## src/hw/uip_pkg.sv

```systemverilog
// Package for the UART interrupt prioritizer: codes, fields and types
package uip_pkg;
  // Enable mask fields
  localparam int IEN_RX_RDY    = 0;
  localparam int IEN_TX_RDY    = 1;
  localparam int IEN_LINE      = 2;
  localparam int IEN_MODEM     = 3;
  localparam int IEN_STOP_CHAR = 5;
  localparam int EXT_EN_LO     = 4;
  localparam logic [7:0] IEN_RESET = 8'h00;
  localparam logic [7:0] IEN_BASE_MASK = 8'h0f;
  // Line status bits that raise the line interrupt
  localparam int LSR_OVERRUN = 1;
  localparam logic [3:0] LSR_ERR_MASK = 4'he;
  // Modem status bits 0..3
  localparam logic [3:0] MSR_CHG_MASK = 4'hf;
  // Source codes, bits 5..0
  localparam logic [5:0] SRC_LINE    = 6'h06;
  localparam logic [5:0] SRC_TIMEOUT = 6'h0c;
  localparam logic [5:0] SRC_RX_RDY  = 6'h04;
  localparam logic [5:0] SRC_TX_RDY  = 6'h02;
  localparam logic [5:0] SRC_MODEM   = 6'h00;
  localparam logic [5:0] SRC_STOP    = 6'h10;
  localparam logic [5:0] SRC_NONE    = 6'h01;
  localparam logic [1:0] FIFO_ON_BITS  = 2'h3;
  localparam logic [1:0] FIFO_OFF_BITS = 2'h0;

  // Host register access strobes, one cycle each
  typedef struct packed {
    logic       ien_wr;
    logic [7:0] ien_wdata;
    logic       src_rd;
    logic       lsr_rd;
    logic       msr_rd;
    logic       rhr_rd;
    logic       thr_wr;
  } uip_host_t;

  // Status and events from the receive/transmit datapath
  typedef struct packed {
    logic       fifo_en;
    logic       rx_data_ready;
    logic       rx_at_trigger;
    logic       tx_empty;
    logic       tx_below_trigger;
    logic       overrun_now;
    logic [2:0] err_arrive;
    logic [2:0] err_readout;
    logic       timeout_expired;
    logic [3:0] msr_bits;
    logic       stop_char_match;
    logic       resume_char_rx;
    logic       special_match;
    logic       char_received;
    logic       sleep_exit;
  } uip_dp_t;
endpackage

```

## src/hw/uip_prio.sv

```systemverilog
// Interrupt enable, source encoding, priority and clearing for one UART channel
module uip_prio
  import uip_pkg::*;
(
  input  wire logic      SYS_CLK,
  input  wire logic      RESET,
  input  wire uip_host_t HOST,
  input  wire uip_dp_t   DP,
  input  wire logic      FEATURE_EN,
  input  wire logic      ERR_IMMEDIATE,
  output logic [7:0]     IEN_RDATA,
  output logic [7:0]     SRC_RDATA,
  output logic           IRQ
);

  logic [7:0] ien_q;
  logic       line_q;
  logic       timeout_q;
  logic       tx_q;
  logic       tx_empty_q;
  logic       modem_q;
  logic       stop_q;
  logic       special_q;
  logic       wake_q;
  logic       rx_lvl;
  logic       src_rd_q;
  logic [7:0] src_d;
  logic [7:0] src_q;
  logic       irq_d;

  // Enable mask register
  always_ff @(posedge SYS_CLK) begin
    if (RESET) begin
      ien_q <= IEN_RESET;
    end else if (HOST.ien_wr) begin
      ien_q[3:0] <= HOST.ien_wdata[3:0];
      if (FEATURE_EN) begin
        ien_q[7:4] <= HOST.ien_wdata[7:4];
      end
    end
  end

  // Line status: overrun at arrival, other errors at arrival or readout
  always_ff @(posedge SYS_CLK) begin
    if (RESET) begin
      line_q <= 1'b0;
    end else if (DP.overrun_now || (ERR_IMMEDIATE ? |DP.err_arrive : |DP.err_readout)) begin
      line_q <= 1'b1;
    end else if (HOST.lsr_rd) begin
      line_q <= 1'b0;
    end
  end

  // Receive timeout
  always_ff @(posedge SYS_CLK) begin
    if (RESET) begin
      timeout_q <= 1'b0;
    end else if (DP.timeout_expired) begin
      timeout_q <= 1'b1;
    end else if (HOST.rhr_rd) begin
      timeout_q <= 1'b0;
    end
  end

  // Receive ready follows level; clears when level drops
  assign rx_lvl = DP.fifo_en ? DP.rx_at_trigger : DP.rx_data_ready;

  // Transmit ready: event on entry to empty (below trigger with FIFO on), or on enabling while in that state
  logic tx_cond;
  logic tx_set;
  assign tx_cond = DP.fifo_en ? DP.tx_below_trigger : DP.tx_empty;
  assign tx_set  = (tx_cond && !tx_empty_q) ||
                   (HOST.ien_wr && HOST.ien_wdata[IEN_TX_RDY] && !ien_q[IEN_TX_RDY] && tx_cond);
  always_ff @(posedge SYS_CLK) begin
    if (RESET) begin
      tx_empty_q <= 1'b0;
    end else begin
      tx_empty_q <= tx_cond;
    end
  end
  always_ff @(posedge SYS_CLK) begin
    if (RESET) begin
      tx_q <= 1'b0;
    end else if (tx_set) begin
      tx_q <= 1'b1;
    end else if ((src_rd_q && src_q[5:0] == SRC_TX_RDY) || HOST.thr_wr) begin
      tx_q <= 1'b0;
    end
  end

  // Modem status
  always_ff @(posedge SYS_CLK) begin
    if (RESET) begin
      modem_q <= 1'b0;
    end else if (|(DP.msr_bits & MSR_CHG_MASK)) begin
      modem_q <= 1'b1;
    end else if (HOST.msr_rd) begin
      modem_q <= 1'b0;
    end
  end

  // Stop character and special character
  always_ff @(posedge SYS_CLK) begin
    if (RESET) begin
      stop_q <= 1'b0;
    end else if (DP.stop_char_match) begin
      stop_q <= 1'b1;
    end else if ((src_rd_q && src_q[5:0] == SRC_STOP) || DP.resume_char_rx) begin
      stop_q <= 1'b0;
    end
  end
  always_ff @(posedge SYS_CLK) begin
    if (RESET) begin
      special_q <= 1'b0;
    end else if (DP.special_match) begin
      special_q <= 1'b1;
    end else if ((src_rd_q && src_q[5:0] == SRC_STOP) || DP.char_received) begin
      special_q <= 1'b0;
    end
  end

  // Wake-up indication
  always_ff @(posedge SYS_CLK) begin
    if (RESET) begin
      wake_q <= 1'b0;
    end else if (DP.sleep_exit) begin
      wake_q <= 1'b1;
    end else if (src_rd_q) begin
      wake_q <= 1'b0;
    end
  end

  // Clears act on the value latched at the end of the read cycle
  always_ff @(posedge SYS_CLK) begin
    if (RESET) begin
      src_rd_q <= 1'b0;
    end else begin
      src_rd_q <= HOST.src_rd;
    end
  end

  // Priority encoder; wake-up source never reported
  logic e_line;
  logic e_to;
  logic e_rx;
  logic e_tx;
  logic e_md;
  logic e_st;
  assign e_line = ien_q[IEN_LINE] && line_q;
  assign e_to   = ien_q[IEN_RX_RDY] && timeout_q;
  assign e_rx   = ien_q[IEN_RX_RDY] && rx_lvl;
  assign e_tx   = ien_q[IEN_TX_RDY] && tx_q;
  assign e_md   = ien_q[IEN_MODEM] && modem_q;
  assign e_st   = ien_q[IEN_STOP_CHAR] && (stop_q || special_q);

  always_comb begin
    src_d[7:6] = DP.fifo_en ? FIFO_ON_BITS : FIFO_OFF_BITS;
    if (e_line)    src_d[5:0] = SRC_LINE;
    else if (e_to) src_d[5:0] = SRC_TIMEOUT;
    else if (e_rx) src_d[5:0] = SRC_RX_RDY;
    else if (e_tx) src_d[5:0] = SRC_TX_RDY;
    else if (e_md) src_d[5:0] = SRC_MODEM;
    else if (e_st) src_d[5:0] = SRC_STOP;
    else           src_d[5:0] = SRC_NONE;
    irq_d = e_line | e_to | e_rx | e_tx | e_md | e_st;
  end

  // Snapshot held from the second cycle of a read so presented value stays put
  always_ff @(posedge SYS_CLK) begin
    if (RESET) begin
      src_q <= {FIFO_OFF_BITS, SRC_NONE};
      IRQ   <= 1'b0;
    end else begin
      if (!HOST.src_rd || !src_rd_q) begin
        src_q <= src_d;
      end
      IRQ <= irq_d;
    end
  end

  assign SRC_RDATA = src_q;
  assign IEN_RDATA = ien_q;

  // Checks
  property p_upper_locked;
    @(posedge SYS_CLK) disable iff (RESET)
      (HOST.ien_wr && !FEATURE_EN) |=> ien_q[7:4] == $past(ien_q[7:4]);
  endproperty
  a_upper_locked: assert property (p_upper_locked) else $error("upper enables changed");

  property p_bit5_zero;
    @(posedge SYS_CLK) disable iff (RESET) SRC_RDATA[5] == 1'b0;
  endproperty
  a_bit5_zero: assert property (p_bit5_zero) else $error("bit 5 set");

  property p_idle_code;
    @(posedge SYS_CLK) disable iff (RESET) (!IRQ && !$past(HOST.src_rd)) |-> SRC_RDATA[0];
  endproperty
  a_idle_code: assert property (p_idle_code) else $error("bit 0 low when idle");

  property p_irq_follows;
    @(posedge SYS_CLK) disable iff (RESET)
      (e_line && ien_q == $past(ien_q)) |=> IRQ;
  endproperty
  a_irq_follows: assert property (p_irq_follows) else $error("irq missing");

  property p_line_prio;
    @(posedge SYS_CLK) disable iff (RESET)
      (e_line && !HOST.src_rd) |=> SRC_RDATA[5:0] == SRC_LINE;
  endproperty
  a_line_prio: assert property (p_line_prio) else $error("line not top");

  property p_lsr_clear;
    @(posedge SYS_CLK) disable iff (RESET)
      (HOST.lsr_rd && !DP.overrun_now && !(|DP.err_arrive) && !(|DP.err_readout))
        |=> !line_q;
  endproperty
  a_lsr_clear: assert property (p_lsr_clear) else $error("line not cleared");

  property p_thr_clear;
    @(posedge SYS_CLK) disable iff (RESET) (HOST.thr_wr && !tx_set) |=> !tx_q;
  endproperty
  a_thr_clear: assert property (p_thr_clear) else $error("tx not cleared");

  property p_fifo_bits;
    @(posedge SYS_CLK) disable iff (RESET)
      (DP.fifo_en && !HOST.src_rd) ##1 DP.fifo_en |=> SRC_RDATA[7:6] == FIFO_ON_BITS;
  endproperty
  a_fifo_bits: assert property (p_fifo_bits) else $error("fifo bits wrong");

  property p_wake_set;
    @(posedge SYS_CLK) disable iff (RESET)
      DP.sleep_exit |=> wake_q;
  endproperty
  a_wake_set: assert property (p_wake_set) else $error("wake not set");

  property p_wake_clear;
    @(posedge SYS_CLK) disable iff (RESET)
      (src_rd_q && !DP.sleep_exit) |=> !wake_q;
  endproperty
  a_wake_clear: assert property (p_wake_clear) else $error("wake not cleared");

  property p_timeout_clear;
    @(posedge SYS_CLK) disable iff (RESET)
      (HOST.rhr_rd && !DP.timeout_expired) |=> !timeout_q;
  endproperty
  a_timeout_clear: assert property (p_timeout_clear) else $error("timeout kept");

  property p_modem_set;
    @(posedge SYS_CLK) disable iff (RESET)
      (|(DP.msr_bits & MSR_CHG_MASK)) |=> modem_q;
  endproperty
  a_modem_set: assert property (p_modem_set) else $error("modem not set");

  property p_msr_clear;
    @(posedge SYS_CLK) disable iff (RESET)
      (HOST.msr_rd && !(|(DP.msr_bits & MSR_CHG_MASK))) |=> !modem_q;
  endproperty
  a_msr_clear: assert property (p_msr_clear) else $error("modem not cleared");

  property p_stop_set;
    @(posedge SYS_CLK) disable iff (RESET)
      (DP.stop_char_match || DP.special_match) |=> (stop_q || special_q);
  endproperty
  a_stop_set: assert property (p_stop_set) else $error("stop not set");

  property p_resume_clear;
    @(posedge SYS_CLK) disable iff (RESET)
      (DP.resume_char_rx && !DP.stop_char_match) |=> !stop_q;
  endproperty
  a_resume_clear: assert property (p_resume_clear) else $error("stop kept");

  property p_next_char_clear;
    @(posedge SYS_CLK) disable iff (RESET)
      (DP.char_received && !DP.special_match) |=> !special_q;
  endproperty
  a_next_char_clear: assert property (p_next_char_clear) else $error("special kept");

  property p_tx_enable_set;
    @(posedge SYS_CLK) disable iff (RESET)
      (HOST.ien_wr && HOST.ien_wdata[IEN_TX_RDY] && !ien_q[IEN_TX_RDY] && tx_cond) |=> tx_q;
  endproperty
  a_tx_enable_set: assert property (p_tx_enable_set) else $error("tx not raised");

  property p_irq_clear;
    @(posedge SYS_CLK) disable iff (RESET)
      !(e_line || e_to || e_rx || e_tx || e_md || e_st) |=> !IRQ;
  endproperty
  a_irq_clear: assert property (p_irq_clear) else $error("irq stuck");

endmodule // uip_prio

```

## config.mk

```make
export PLATFORM = sky130hd
export DESIGN_NAME = uip_prio
export DESIGN_NICKNAME = d
export VERILOG_FILES = /design/src/hw/uip_pkg.sv /design/src/hw/uip_prio.sv
export SDC_FILE = /design/constraint.sdc
export NUM_CORES = 1
export LEC_CHECK = 0
export BUFFER_PORTS_ARGS = -buffer_cell sky130_fd_sc_hd__buf_2
export CELL_PAD_IN_SITES_DETAIL_PLACEMENT = 1
export CELL_PAD_IN_SITES_GLOBAL_PLACEMENT = 1
export CORE_UTILIZATION = 31
export CTS_CLUSTER_SIZE = 12
export DETAILED_ROUTE_END_ITERATION = 12
export HOLD_SLACK_MARGIN = 0.02
export PLACE_DENSITY_LB_ADDON = 0.1
export SYNTH_ARGS = -nofsm -noshare
export SYNTH_HDL_FRONTEND = slang
export SYNTH_SLANG_ARGS = --single-unit
```

## constraint.sdc

```tcl
create_clock -name SYS_CLK -period 4.5 [get_ports SYS_CLK]
set_input_delay 0.45 -clock SYS_CLK [delete_from_list [all_inputs] [get_ports SYS_CLK]]
set_output_delay 0.45 -clock SYS_CLK [all_outputs]
set_load 0.01 [all_outputs]
```

==> summary.txt, run 1 <==
Run status
  • Status: finished, violations left
  • Failing checks: design-rule violations

Synth
  • Ys flop type: dfxtp_1
  • Top cells by count, synth: dfxtp_1 (23), a21oi_1 (12), nand2_1 (12), nor2_1 (8), nand3_1 (7)
  • Yosys reg bits: 23
  • Synth area leaders: dfxtp_1 (48%), a21oi_1 (6.3%), mux2i_1 (5.3%)
  • Post-Syn Nets: about 150
  • Synth cell types: 29
  • Synth Instances: 109
  • Mean Syn Cell Area: 8.724 µm²
  • Most area-hungry cell type in the Yosys netlist: dfxtp_1
  • Post-synth EDFFs: 0
  • Yosys warns: 0
  • Most common cell in the netlist: dfxtp_1
  • Syn Std Cell Area: between 900 and 1000 µm²
  • Post-synthesis sequential area ratio: between 40% and 50%
  • FFs w/ async S/R, synth: 0%
  • Top-area cell type share of the netlist area: between 40% and 50%

Power and ir drop
  • Clock power frac: approximately a quarter
  • Power Total: about 0.38 mW
  • Net Sw Frac: between 20% and 30%
  • Int Pwr: between 0.2 and 0.3 mW
  • Leakage: 0.6189 nW
  • Seq pwr share: roughly three fifths
  • Cell Pwr Density: 303.1 nW/µm²
  • Logic pwr share: between 10% and 20%
  • Peak supply drop: between 0.0001 and 0.00015 V
  • Switching power: 0.1002 mW

Timing
  • Final Setup Violations: 0
  • Worst Skew: between 0.003 and 0.004 ns
  • RSZ-0062 raised after global routing: false
  • Fin crit share: between 30% and 40%
  • PnR worst setup slack: 2.817 ns
  • Hold slack: about 0.34 ns
  • Peak Freq: a little under 0.6 GHz
  • Setup TNS: 0 ns
  • Final Hold Vio Count: 0
  • Final slew viol count: 0
  • Fin crit period: between 1.5 and 2 ns

Layout
  • Post-route insts no fill: approximately 190
  • Layout cells sized above 1: ~38%
  • # nets final: 203
  • N_diodes: 0
  • Layout filler cell count: 377
  • Area grow syn2layout: 32.50%

Clock network
  • Clk buf depth: 2
  • CTS tree: yes
  • # hold bufs at CTS: 0
  • Number of clock sinks: 23
  • H-tree depth: 1
  • Clock root cell: clkbuf_4
  • Post-CTS Resized: 0
  • Worst-Skew Late Latency: a little over 0.3 ns
  • Clock-pin slew on the worst setup and hold paths: between 0.1 and 0.15 ns
  • Cts bufs inserted: 3
  • Postcts setup bufs: 0

Hold path
  • Hold WC Path Type: primary input to register

GRT
  • Antenna violations before repair: 0
  • Total GRT Usage: between 15 and 20%
  • Largest net degree at the start of global routing: 24
  • Vias in the first global route: around 960
  • Global route overflow: 0
  • First-pass GRT wire length: 3967 µm

Placement
  • Dpl ws: roughly 2.8 ns
  • RePlAce Congestion: around 0.7
  • Inst Count DP: around 190
  • Post-DP HPWL: ~1900 µm
  • PortBufs: between 50 and 60

Floorplan
  • Core Rows: 19
  • Die Area: 3293 µm²
  • Vert. Die Dim: between 50 and 60 µm
  • Core footprint: ~2800 µm²
  • Starting density of the core: roughly a third
  • Chip Width: 57.39 µm
  • Top Ports: between 50 and 60

Worst setup path
  • Slowest stage cell, crit path: or4b_1
  • CP delay by family, top: simple AND/OR/NAND/NOR gates
  • CP arrival: 1.90 ns
  • Startpoint Class: register
  • Worst path required time: about 4.7 ns
  • Worst Setup End Kind: register
  • Max stage delay on crit path: between 0.5 and 0.6 ns
  • Crit-path cells: or4b_1 > or3b_1 > a32o_1
  • Buf+Inv Stages, Crit Path: 0
  • CP Max Fanout: 6
  • Crit Path Class: register to register

Job
  • Max Cap Viol: 0

Detailed routing
  • Vias per cell: about 5
  • Vias: about 950
  • Routed wire per std cell: approximately 13 µm
  • Residual DRC count: 3
  • First drt pass iteration count: 8
  • Final wirelength: between 2000 and 2500 µm
  • Antenna viol nets, final: 0
  • 1st-iter DRT viols: 21
## logic make-up after synthesis
logic type,synth area share [%]
and+or+nand+nor,20.79
buffers and inverters,5.131
other,0.3944
muxes,6.447
AOI/OAI and AO/OA,18.82
DFF,48.42
## routing by layer
layer | up-vias | global-route usage [%] | share of wire [%]
li1 | 486 | - | -
met1 | 420 | 17.86 | 44
met2 | 39 | 28.41 | 48
met3 | 4 | 2.721 | 7.1
met4 | 0 | 6.272 | 1.4
met5 | - | 0 | 0
## cell type report
type / instances / area (µm²) / share of cell area, %
sequential: 23 / 460.4 / 36.54
inverter: 6 / 22.52 / 1.787
tap: 31 / 38.79 / 3.078
clock buffer: 4 / 26.28 / 2.085
timing repair buffer: 54 / 270.3 / 21.45
multi-input combinational: 75 / 441.7 / 35.05
## registers in the layout (all words and copies together), names as in the netlist
name	count
tx_q	1
line_q	1
src_rd_q	1
tx_empty_q	1
stop_q	1
SRC_RDATA	6
special_q	1
IEN_RDATA	8
timeout_q	1
IRQ	1
modem_q	1
## power by group through the flow
stage          combinational [mW]  sequential (mW)  clock [mW]
2_1_floorplan              0.0282            0.231           0
3_3_place_gp               0.0592            0.229           0
3_5_place_dp               0.0614            0.230           0
4_1_cts                    0.0616            0.225       0.101
5_1_grt                    0.0676            0.227       0.109
6_report                   0.0605            0.225      0.0966
## final timing paths
path / cells past startpoint / from / endpoint / slack [ns]
worst min-delay path: 3 / DP[9] / timeout_q / 0.34
worst max register to register: 3 / src_rd_q / tx_q / 2.82
worst min register to register: 2 / IEN_RDATA[4] / IEN_RDATA[4] / 0.46
worst max-delay path: 3 / src_rd_q / tx_q / 2.82
## placed cells by master (no fill, tap or decap), types with 3 or more instances in the layout
cell type / n
o21ai_0: 6
dfxtp_1: 23
nand3_1: 7
a21oi_1: 12
buf_2: 54
mux2i_1: 5
clkbuf_4: 3
inv_1: 6
nor2_1: 8
nand2_1: 12
nor2b_1: 3
## per-stage QoR
stage / area, µm² / util, %
after floorplan: 950.9 / -
after global placement: 1234 / 43.61
after detailed placement: 1234 / 43.61
after CTS: 1260 / 44.54
after global routing: 1260 / 44.54
final: 1260 / 44.54
## worst min-delay path: cells and delay by family
family / cells / cell delay (ns)
buffers and inverters: 1 / 0.08
AND/OR/NAND/NOR: 1 / 0.07
AO/OA/AOI/OAI: 1 / 0.03
(Power assumes the default switching activity.)
==> run 2: changes to the inputs <==
CORE_UTILIZATION = 26   (was 31)
clock period = 1.5 ns   (was 4.5 ns; I/O delays follow)
==> summary.txt, run 2 (same netlist as run 1, synthesis figures left out) <==
Detailed routing
  • Wire length on met3: 128 µm (was 172 µm)
  • Routed wire per std cell: 12.03 µm (was 12.55 µm)
  • 1st-iter DRT viols: 25 (was 21)
  • First drt pass iteration count: 4 (was 8)
  • Residual DRC count: 0 (was 3)
  • Wire length on met2: 1363 µm (was 1160 µm)
  • DRT met1 WL: 1070 µm (was 1054 µm)
  • Max layer used: met4 (unchanged)
  • Vias per cell: 4.659 (was 4.917)
  • Vias: 997 (was 949)
  • Final wirelength: 2574 µm (was 2422 µm)
  • Antenna viol nets, final: 0 (unchanged)

Timing
  • Final slew viol count: 0 (unchanged)
  • PnR worst setup slack: -0.04870 ns (was 2.817 ns)
  • RSZ-0062 raised after global routing: true (was false)
  • Fin crit share: 103.2% (was 37.41%)
  • Worst Skew: 0.003049 ns (was 0.003221 ns)
  • Fin crit period: 1.549 ns (was 1.683 ns)
  • Setup TNS: -0.04870 ns (was 0 ns)
  • Peak Freq: 0.6457 GHz (was 0.5941 GHz)
  • Final Setup Violations: 1 (was 0)
  • Final Hold Vio Count: 0 (unchanged)

Placement
  • Post-DP HPWL: 2151 µm (was 1887 µm)
  • Dpl ws: -0.08203 ns (was 2.838 ns)
  • RePlAce Congestion: 0.7369 (was 0.6849)
  • PortBufs: 54 (unchanged)
  • Inst Count DP: 210 (was 189)

Worst setup path
  • Buf+Inv Stages, Crit Path: 0 (unchanged)
  • Crit Path Class: register to register (unchanged)
  • CP arrival: 1.75 ns (was 1.90 ns)
  • Crit-path cells: or4b_4 > or3b_1 > a32o_1 (was or4b_1 > or3b_1 > a32o_1)
  • Slowest stage cell, crit path: or4b_4 (was or4b_1)
  • CP Max Fanout: 2 (was 6)
  • Worst path required time: 1.71 ns (was 4.72 ns)
  • Max stage delay on crit path: 0.53 ns (was 0.52 ns)
  • CP delay by family, top: simple AND/OR/NAND/NOR gates (unchanged)
  • Startpoint Class: register (unchanged)
  • Worst Setup End Kind: register (unchanged)

Clock network
  • Clock-pin slew on the worst setup and hold paths: 0.12 ns (about the same)
  • Worst-Skew Late Latency: 0.30 ns (was 0.31 ns)
  • Postcts setup bufs: 0 (unchanged)
  • H-tree depth: 1 (unchanged)
  • Clock root cell: clkbuf_4 (unchanged)
  • Cts bufs inserted: 3 (unchanged)
  • CTS tree: yes (unchanged)
  • Clk buf depth: 2 (unchanged)
  • Number of clock sinks: 23 (unchanged)

Floorplan
  • Core footprint: 3416 µm² (was 2829 µm²)
  • Vert. Die Dim: 62.48 µm (was 57.39 µm)
  • Starting density of the core: 27.84% (was 33.61%)
  • Core Rows: 21 (was 19)
  • Chip Width: 62.48 µm (was 57.39 µm)
  • Die Area: 3903 µm² (was 3293 µm²)
  • Top Ports: 57 (unchanged)

Hold path
  • Hold WC Path Type: primary input to register (unchanged)

Power and ir drop
  • Peak supply drop: 0.0002475 V (was 0.0001389 V)
  • Net Sw Frac: 25.57% (was 26.25%)
  • Seq pwr share: 58.6% (was 58.9%)
  • Cell Pwr Density: 864.9 nW/µm² (was 303.1 nW/µm²)
  • Int Pwr: 0.8555 mW (was 0.2816 mW)
  • Clock power frac: 24.3% (was 25.3%)
  • Leakage: 0.6500 nW (was 0.6189 nW)
  • Switching power: 0.2938 mW (was 0.1002 mW)
  • Logic pwr share: 17.2% (was 15.8%)
  • Power Total: 1.149 mW (was 0.3819 mW)

Layout
  • Post-route insts no fill: 214 (was 193)
  • Area grow syn2layout: 39.74% (was 32.50%)
  • Number of flip-flops in the largest register: 8 (unchanged)
  • Layout cells sized above 1: 41.07% (was 37.65%)
  • # nets final: 209 (was 203)
  • N_diodes: 0 (unchanged)
  • Most common cell after layout, fill and taps aside: buf_2 (unchanged)
  • Most frequent cells in the layout: buf_2 (54), dfxtp_1 (22), nand2_1 (12), a21oi_1 (12), nor2_1 (8) (was buf_2 (54), dfxtp_1 (23), nand2_1 (12), a21oi_1 (12), nor2_1 (8))

Run status
  • Status: finished, violations left (unchanged)
  • Failing checks: negative setup slack (was design-rule violations)

GRT
  • Global route overflow: 0 (unchanged)
  • First-pass GRT wire length: 4395 µm (was 3967 µm)
  • Total GRT Usage: 13.92% (was 15.59%)
  • Largest net degree at the start of global routing: 24 (unchanged)
  • Vias in the first global route: 1014 (was 963)
  • Antenna violations before repair: 0 (unchanged)

Job
  • Max Cap Viol: 0 (unchanged)
-- run 2: per-layer routing --
layer	vias up	global-route usage [%]
li1	497	-
met1	468	15.34
met2	30	26.77
met3	2	3.285
met4	0	2.616
met5	-	0
-- run 2: final timing paths --
kind	startpoint	to	cells past startpoint	slack (ns)
max	SRC_RDATA[3]	tx_q	3	-0.05
min	DP[9]	timeout_q	3	0.06
max reg2reg	SRC_RDATA[3]	tx_q	3	-0.05
min reg2reg	IEN_RDATA[7]	IEN_RDATA[7]	2	0.46
-- run 2: tightest hold or removal path, cell delays in order --
cell and delay [ns]:
buf_2 0.08, a21oi_1 0.03, nor2_1 0.07
-- run 2: cell type report --
| type | count | area, µm² |
|---|---|---|
| fill | 459 | 2087 |
| sequential | 23 | 461.7 |
| multi-input combinational | 75 | 445.4 |
| timing repair buffer | 60 | 315.3 |
| tap | 46 | 57.56 |
| clock buffer | 4 | 26.28 |
| inverter | 6 | 22.52 |
-- run 2: power by group through the flow --
stage | Clock [mW] | Combinational, mW | Sequential [mW]
3_5_place_dp | 0 | 0.200 | 0.688
4_1_cts | 0.299 | 0.202 | 0.674
6_report | 0.279 | 0.197 | 0.673
2_1_floorplan | 0 | 0.0846 | 0.694
5_1_grt | 0.318 | 0.224 | 0.680
3_3_place_gp | 0 | 0.195 | 0.685
-- run 2: metrics by stage --
step / util, % / cell area, µm² / hold WS (ns)
floorplan: - / 952.2 / 0.2334
global placement: 38.02 / 1299 / 0.3519
detailed placement: 38.02 / 1299 / 0.3689
CTS: 38.90 / 1329 / 0.03929
global route: 38.90 / 1329 / 0.04984
finish: 38.90 / 1329 / 0.05894
-- run 2: timing repair --
| action | in CTS | in global routing |
|---|---|---|
| gates resized for setup | 1 | 0 |
| hold endpoints to repair | 0 | 0 |
| hold buffers | 0 | 0 |
| setup endpoints to repair | 1 | 1 |
| pin swaps | 1 | 0 |
==> run 3: changes to the inputs <==
BUFFER_PORTS_ARGS = -buffer_cell sky130_fd_sc_hd__clkbuf_2   (was -buffer_cell sky130_fd_sc_hd__buf_2)
SETUP_SLACK_MARGIN = 0.1   (was unset)
==> summary.txt, run 3 (same netlist as run 1, synthesis figures left out) <==
Run status
  • Status: finished, violations left (unchanged)
  • Failing checks: negative setup slack (unchanged)

Timing
  • Final Hold Vio Count: 0 (unchanged)
  • Fin crit period: 1.536 ns (was 1.549 ns)
  • Hold slack: 0.04035 ns (was 0.05894 ns)
  • Peak Freq: 0.6511 GHz (was 0.6457 GHz)
  • Final Setup Violations: 1 (unchanged)
  • PnR worst setup slack: -0.03587 ns (was -0.04870 ns)
  • Worst Skew: 0.003133 ns (was 0.003049 ns)
  • Final slew viol count: 0 (unchanged)
  • RSZ-0062 raised after global routing: true (unchanged)
  • Fin crit share: 102.4% (was 103.2%)

Layout
  • Area grow syn2layout: 40.79% (was 39.74%)
  • N_diodes: 0 (unchanged)
  • Post-route insts no fill: 214 (unchanged)
  • # nets final: 209 (unchanged)
  • Layout cells sized above 1: 43.45% (was 41.07%)
  • Most common cell after layout, fill and taps aside: clkbuf_2 (was buf_2)
  • Fin area: 1339 µm² (was 1329 µm²)
  • Number of flip-flops in the largest register: 8 (unchanged)
  • Most frequent cells in the layout: clkbuf_2 (54), dfxtp_1 (21), nand2_1 (12), a21oi_1 (12), nor2_1 (8) (was buf_2 (54), dfxtp_1 (22), nand2_1 (12), a21oi_1 (12), nor2_1 (8))

Power and ir drop
  • Logic pwr share: 17.2% (about the same)
  • Switching power: 0.3127 mW (was 0.2938 mW)
  • Leakage: 0.6539 nW (was 0.6500 nW)
  • Peak supply drop: 0.0002587 V (was 0.0002475 V)
  • Int Pwr: 0.8527 mW (was 0.8555 mW)
  • Net Sw Frac: 26.83% (was 25.57%)
  • Seq pwr share: 57.9% (was 58.6%)
  • Clock power frac: 24.9% (was 24.3%)
  • Cell Pwr Density: 870.5 nW/µm² (was 864.9 nW/µm²)

Placement
  • PortBufs: 54 (unchanged)
  • RePlAce Congestion: 0.7430 (was 0.7369)
  • Dpl cell area: 1299 µm² (unchanged)
  • Inst Count DP: 210 (unchanged)
  • Dpl ws: -0.07254 ns (was -0.08203 ns)
  • Post-DP HPWL: 2142 µm (was 2151 µm)

Clock network
  • Clock root cell: clkbuf_4 (unchanged)
  • Clock-pin slew on the worst setup and hold paths: 0.13 ns (was 0.12 ns)
  • Worst-Skew Late Latency: 0.31 ns (was 0.30 ns)
  • Clk buf depth: 2 (unchanged)
  • CTS tree: yes (unchanged)
  • Cts bufs inserted: 3 (unchanged)
  • Number of clock sinks: 23 (unchanged)
  • H-tree depth: 1 (unchanged)

GRT
  • Vias in the first global route: 1003 (was 1014)
  • First-pass GRT wire length: 4347 µm (was 4395 µm)
  • Antenna violations before repair: 0 (unchanged)
  • Global route overflow: 0 (unchanged)
  • Total GRT Usage: 14.03% (was 13.92%)
  • Largest net degree at the start of global routing: 24 (unchanged)

Detailed routing
  • First drt pass iteration count: 4 (unchanged)
  • Vias: 993 (was 997)
  • Routed wire per std cell: 12.51 µm (was 12.03 µm)
  • Antenna viol nets, final: 0 (unchanged)
  • 1st-iter DRT viols: 6 (was 25)
  • Vias per cell: 4.640 (was 4.659)
  • Final wirelength: 2677 µm (was 2574 µm)
  • Residual DRC count: 0 (unchanged)

Floorplan
  • Top Ports: 57 (unchanged)
  • Vert. Die Dim: 62.48 µm (unchanged)
  • Core Rows: 21 (unchanged)
  • Core footprint: 3416 µm² (unchanged)
  • Chip Width: 62.48 µm (unchanged)
  • Die Area: 3903 µm² (unchanged)
  • Starting density of the core: 27.84% (unchanged)

Worst setup path
  • Worst Setup End Kind: register (unchanged)
  • CP arrival: 1.76 ns (was 1.75 ns)
  • Crit Path Class: register to register (unchanged)
  • CP Max Fanout: 2 (unchanged)
  • Startpoint Class: register (unchanged)
  • Worst path required time: 1.72 ns (was 1.71 ns)

Job
  • Max Cap Viol: 0 (unchanged)

Hold path
  • Hold WC Path Type: primary input to register (unchanged)
==> run 3: changes by cell type in the layout (fill, tap and decap cells not counted) <==
cell	delta
buf_2	-54
clkbuf_1	-1
clkinv_2	+1
o21ai_2	+2
clkbuf_2	+54
dfxtp_2	+1
o21ai_0	-2
dfxtp_1	-1
==> run 3: through the flow <==
step / setup TNS [ns] / utilization, % / total power, mW
4_1_cts: -0.03634 / 38.94 / 1.186
3_5_place_dp: -0.07254 / 38.02 / 0.8890
3_3_place_gp: -0.05630 / 38.02 / 0.8813
2_1_floorplan: -0.05200 / - / 0.7786
6_report: -0.03587 / 39.19 / 1.165
5_1_grt: -0.07175 / 39.19 / 1.245
==> run 3: power groups by stage <==
stage | Clock [mW] | Combinational (mW) | Sequential [mW]
after global placement | 0 | 0.195 | 0.686
final | 0.291 | 0.200 | 0.674
after detailed placement | 0 | 0.201 | 0.688
after floorplan | 0 | 0.0846 | 0.694
after global routing | 0.339 | 0.225 | 0.681
after CTS | 0.309 | 0.202 | 0.675
==> run 3: worst max-delay path: stages (launching register included) <==
cell and delay, ns:
dfxtp_2 0.34, or4b_4 0.53, or3b_1 0.36, a32o_1 0.22
==> run 3: worst paths after layout <==
check / cells after the start / slack, ns / to / startpoint
worst max register to register: 3 / -0.04 / tx_q / SRC_RDATA[2]
worst max-delay path: 3 / -0.04 / tx_q / SRC_RDATA[2]
worst min-delay path: 3 / 0.04 / stop_q / DP[4]
worst min register to register: 2 / 0.47 / IEN_RDATA[4] / IEN_RDATA[4]
==> run 3: layer usage <==
metal	global-route usage [%]	wire [µm]
met5	0	0
met4	6.105	20
met3	2.737	115
met2	26.22	1454
met1	15.10	1086
==> run 3: what timing repair did <==
action                     CTS  global route
gates resized for setup      2             4
hold buffers                 0             0
setup buffers                0             0
setup endpoints to repair    3             3
pin swaps                    2             1
==> run 3: area by class of cell <==
class                           instances  area (µm²)
Clock buffer                            3       22.52
Clock inverter                          1       5.005
Fill cell                             440        2077
Inverter                                6       22.52
Multi-Input combinational cell         75       452.9
Sequential cell                        23       462.9
Tap cell                               46       57.56
Timing Repair Buffer                   60       315.3
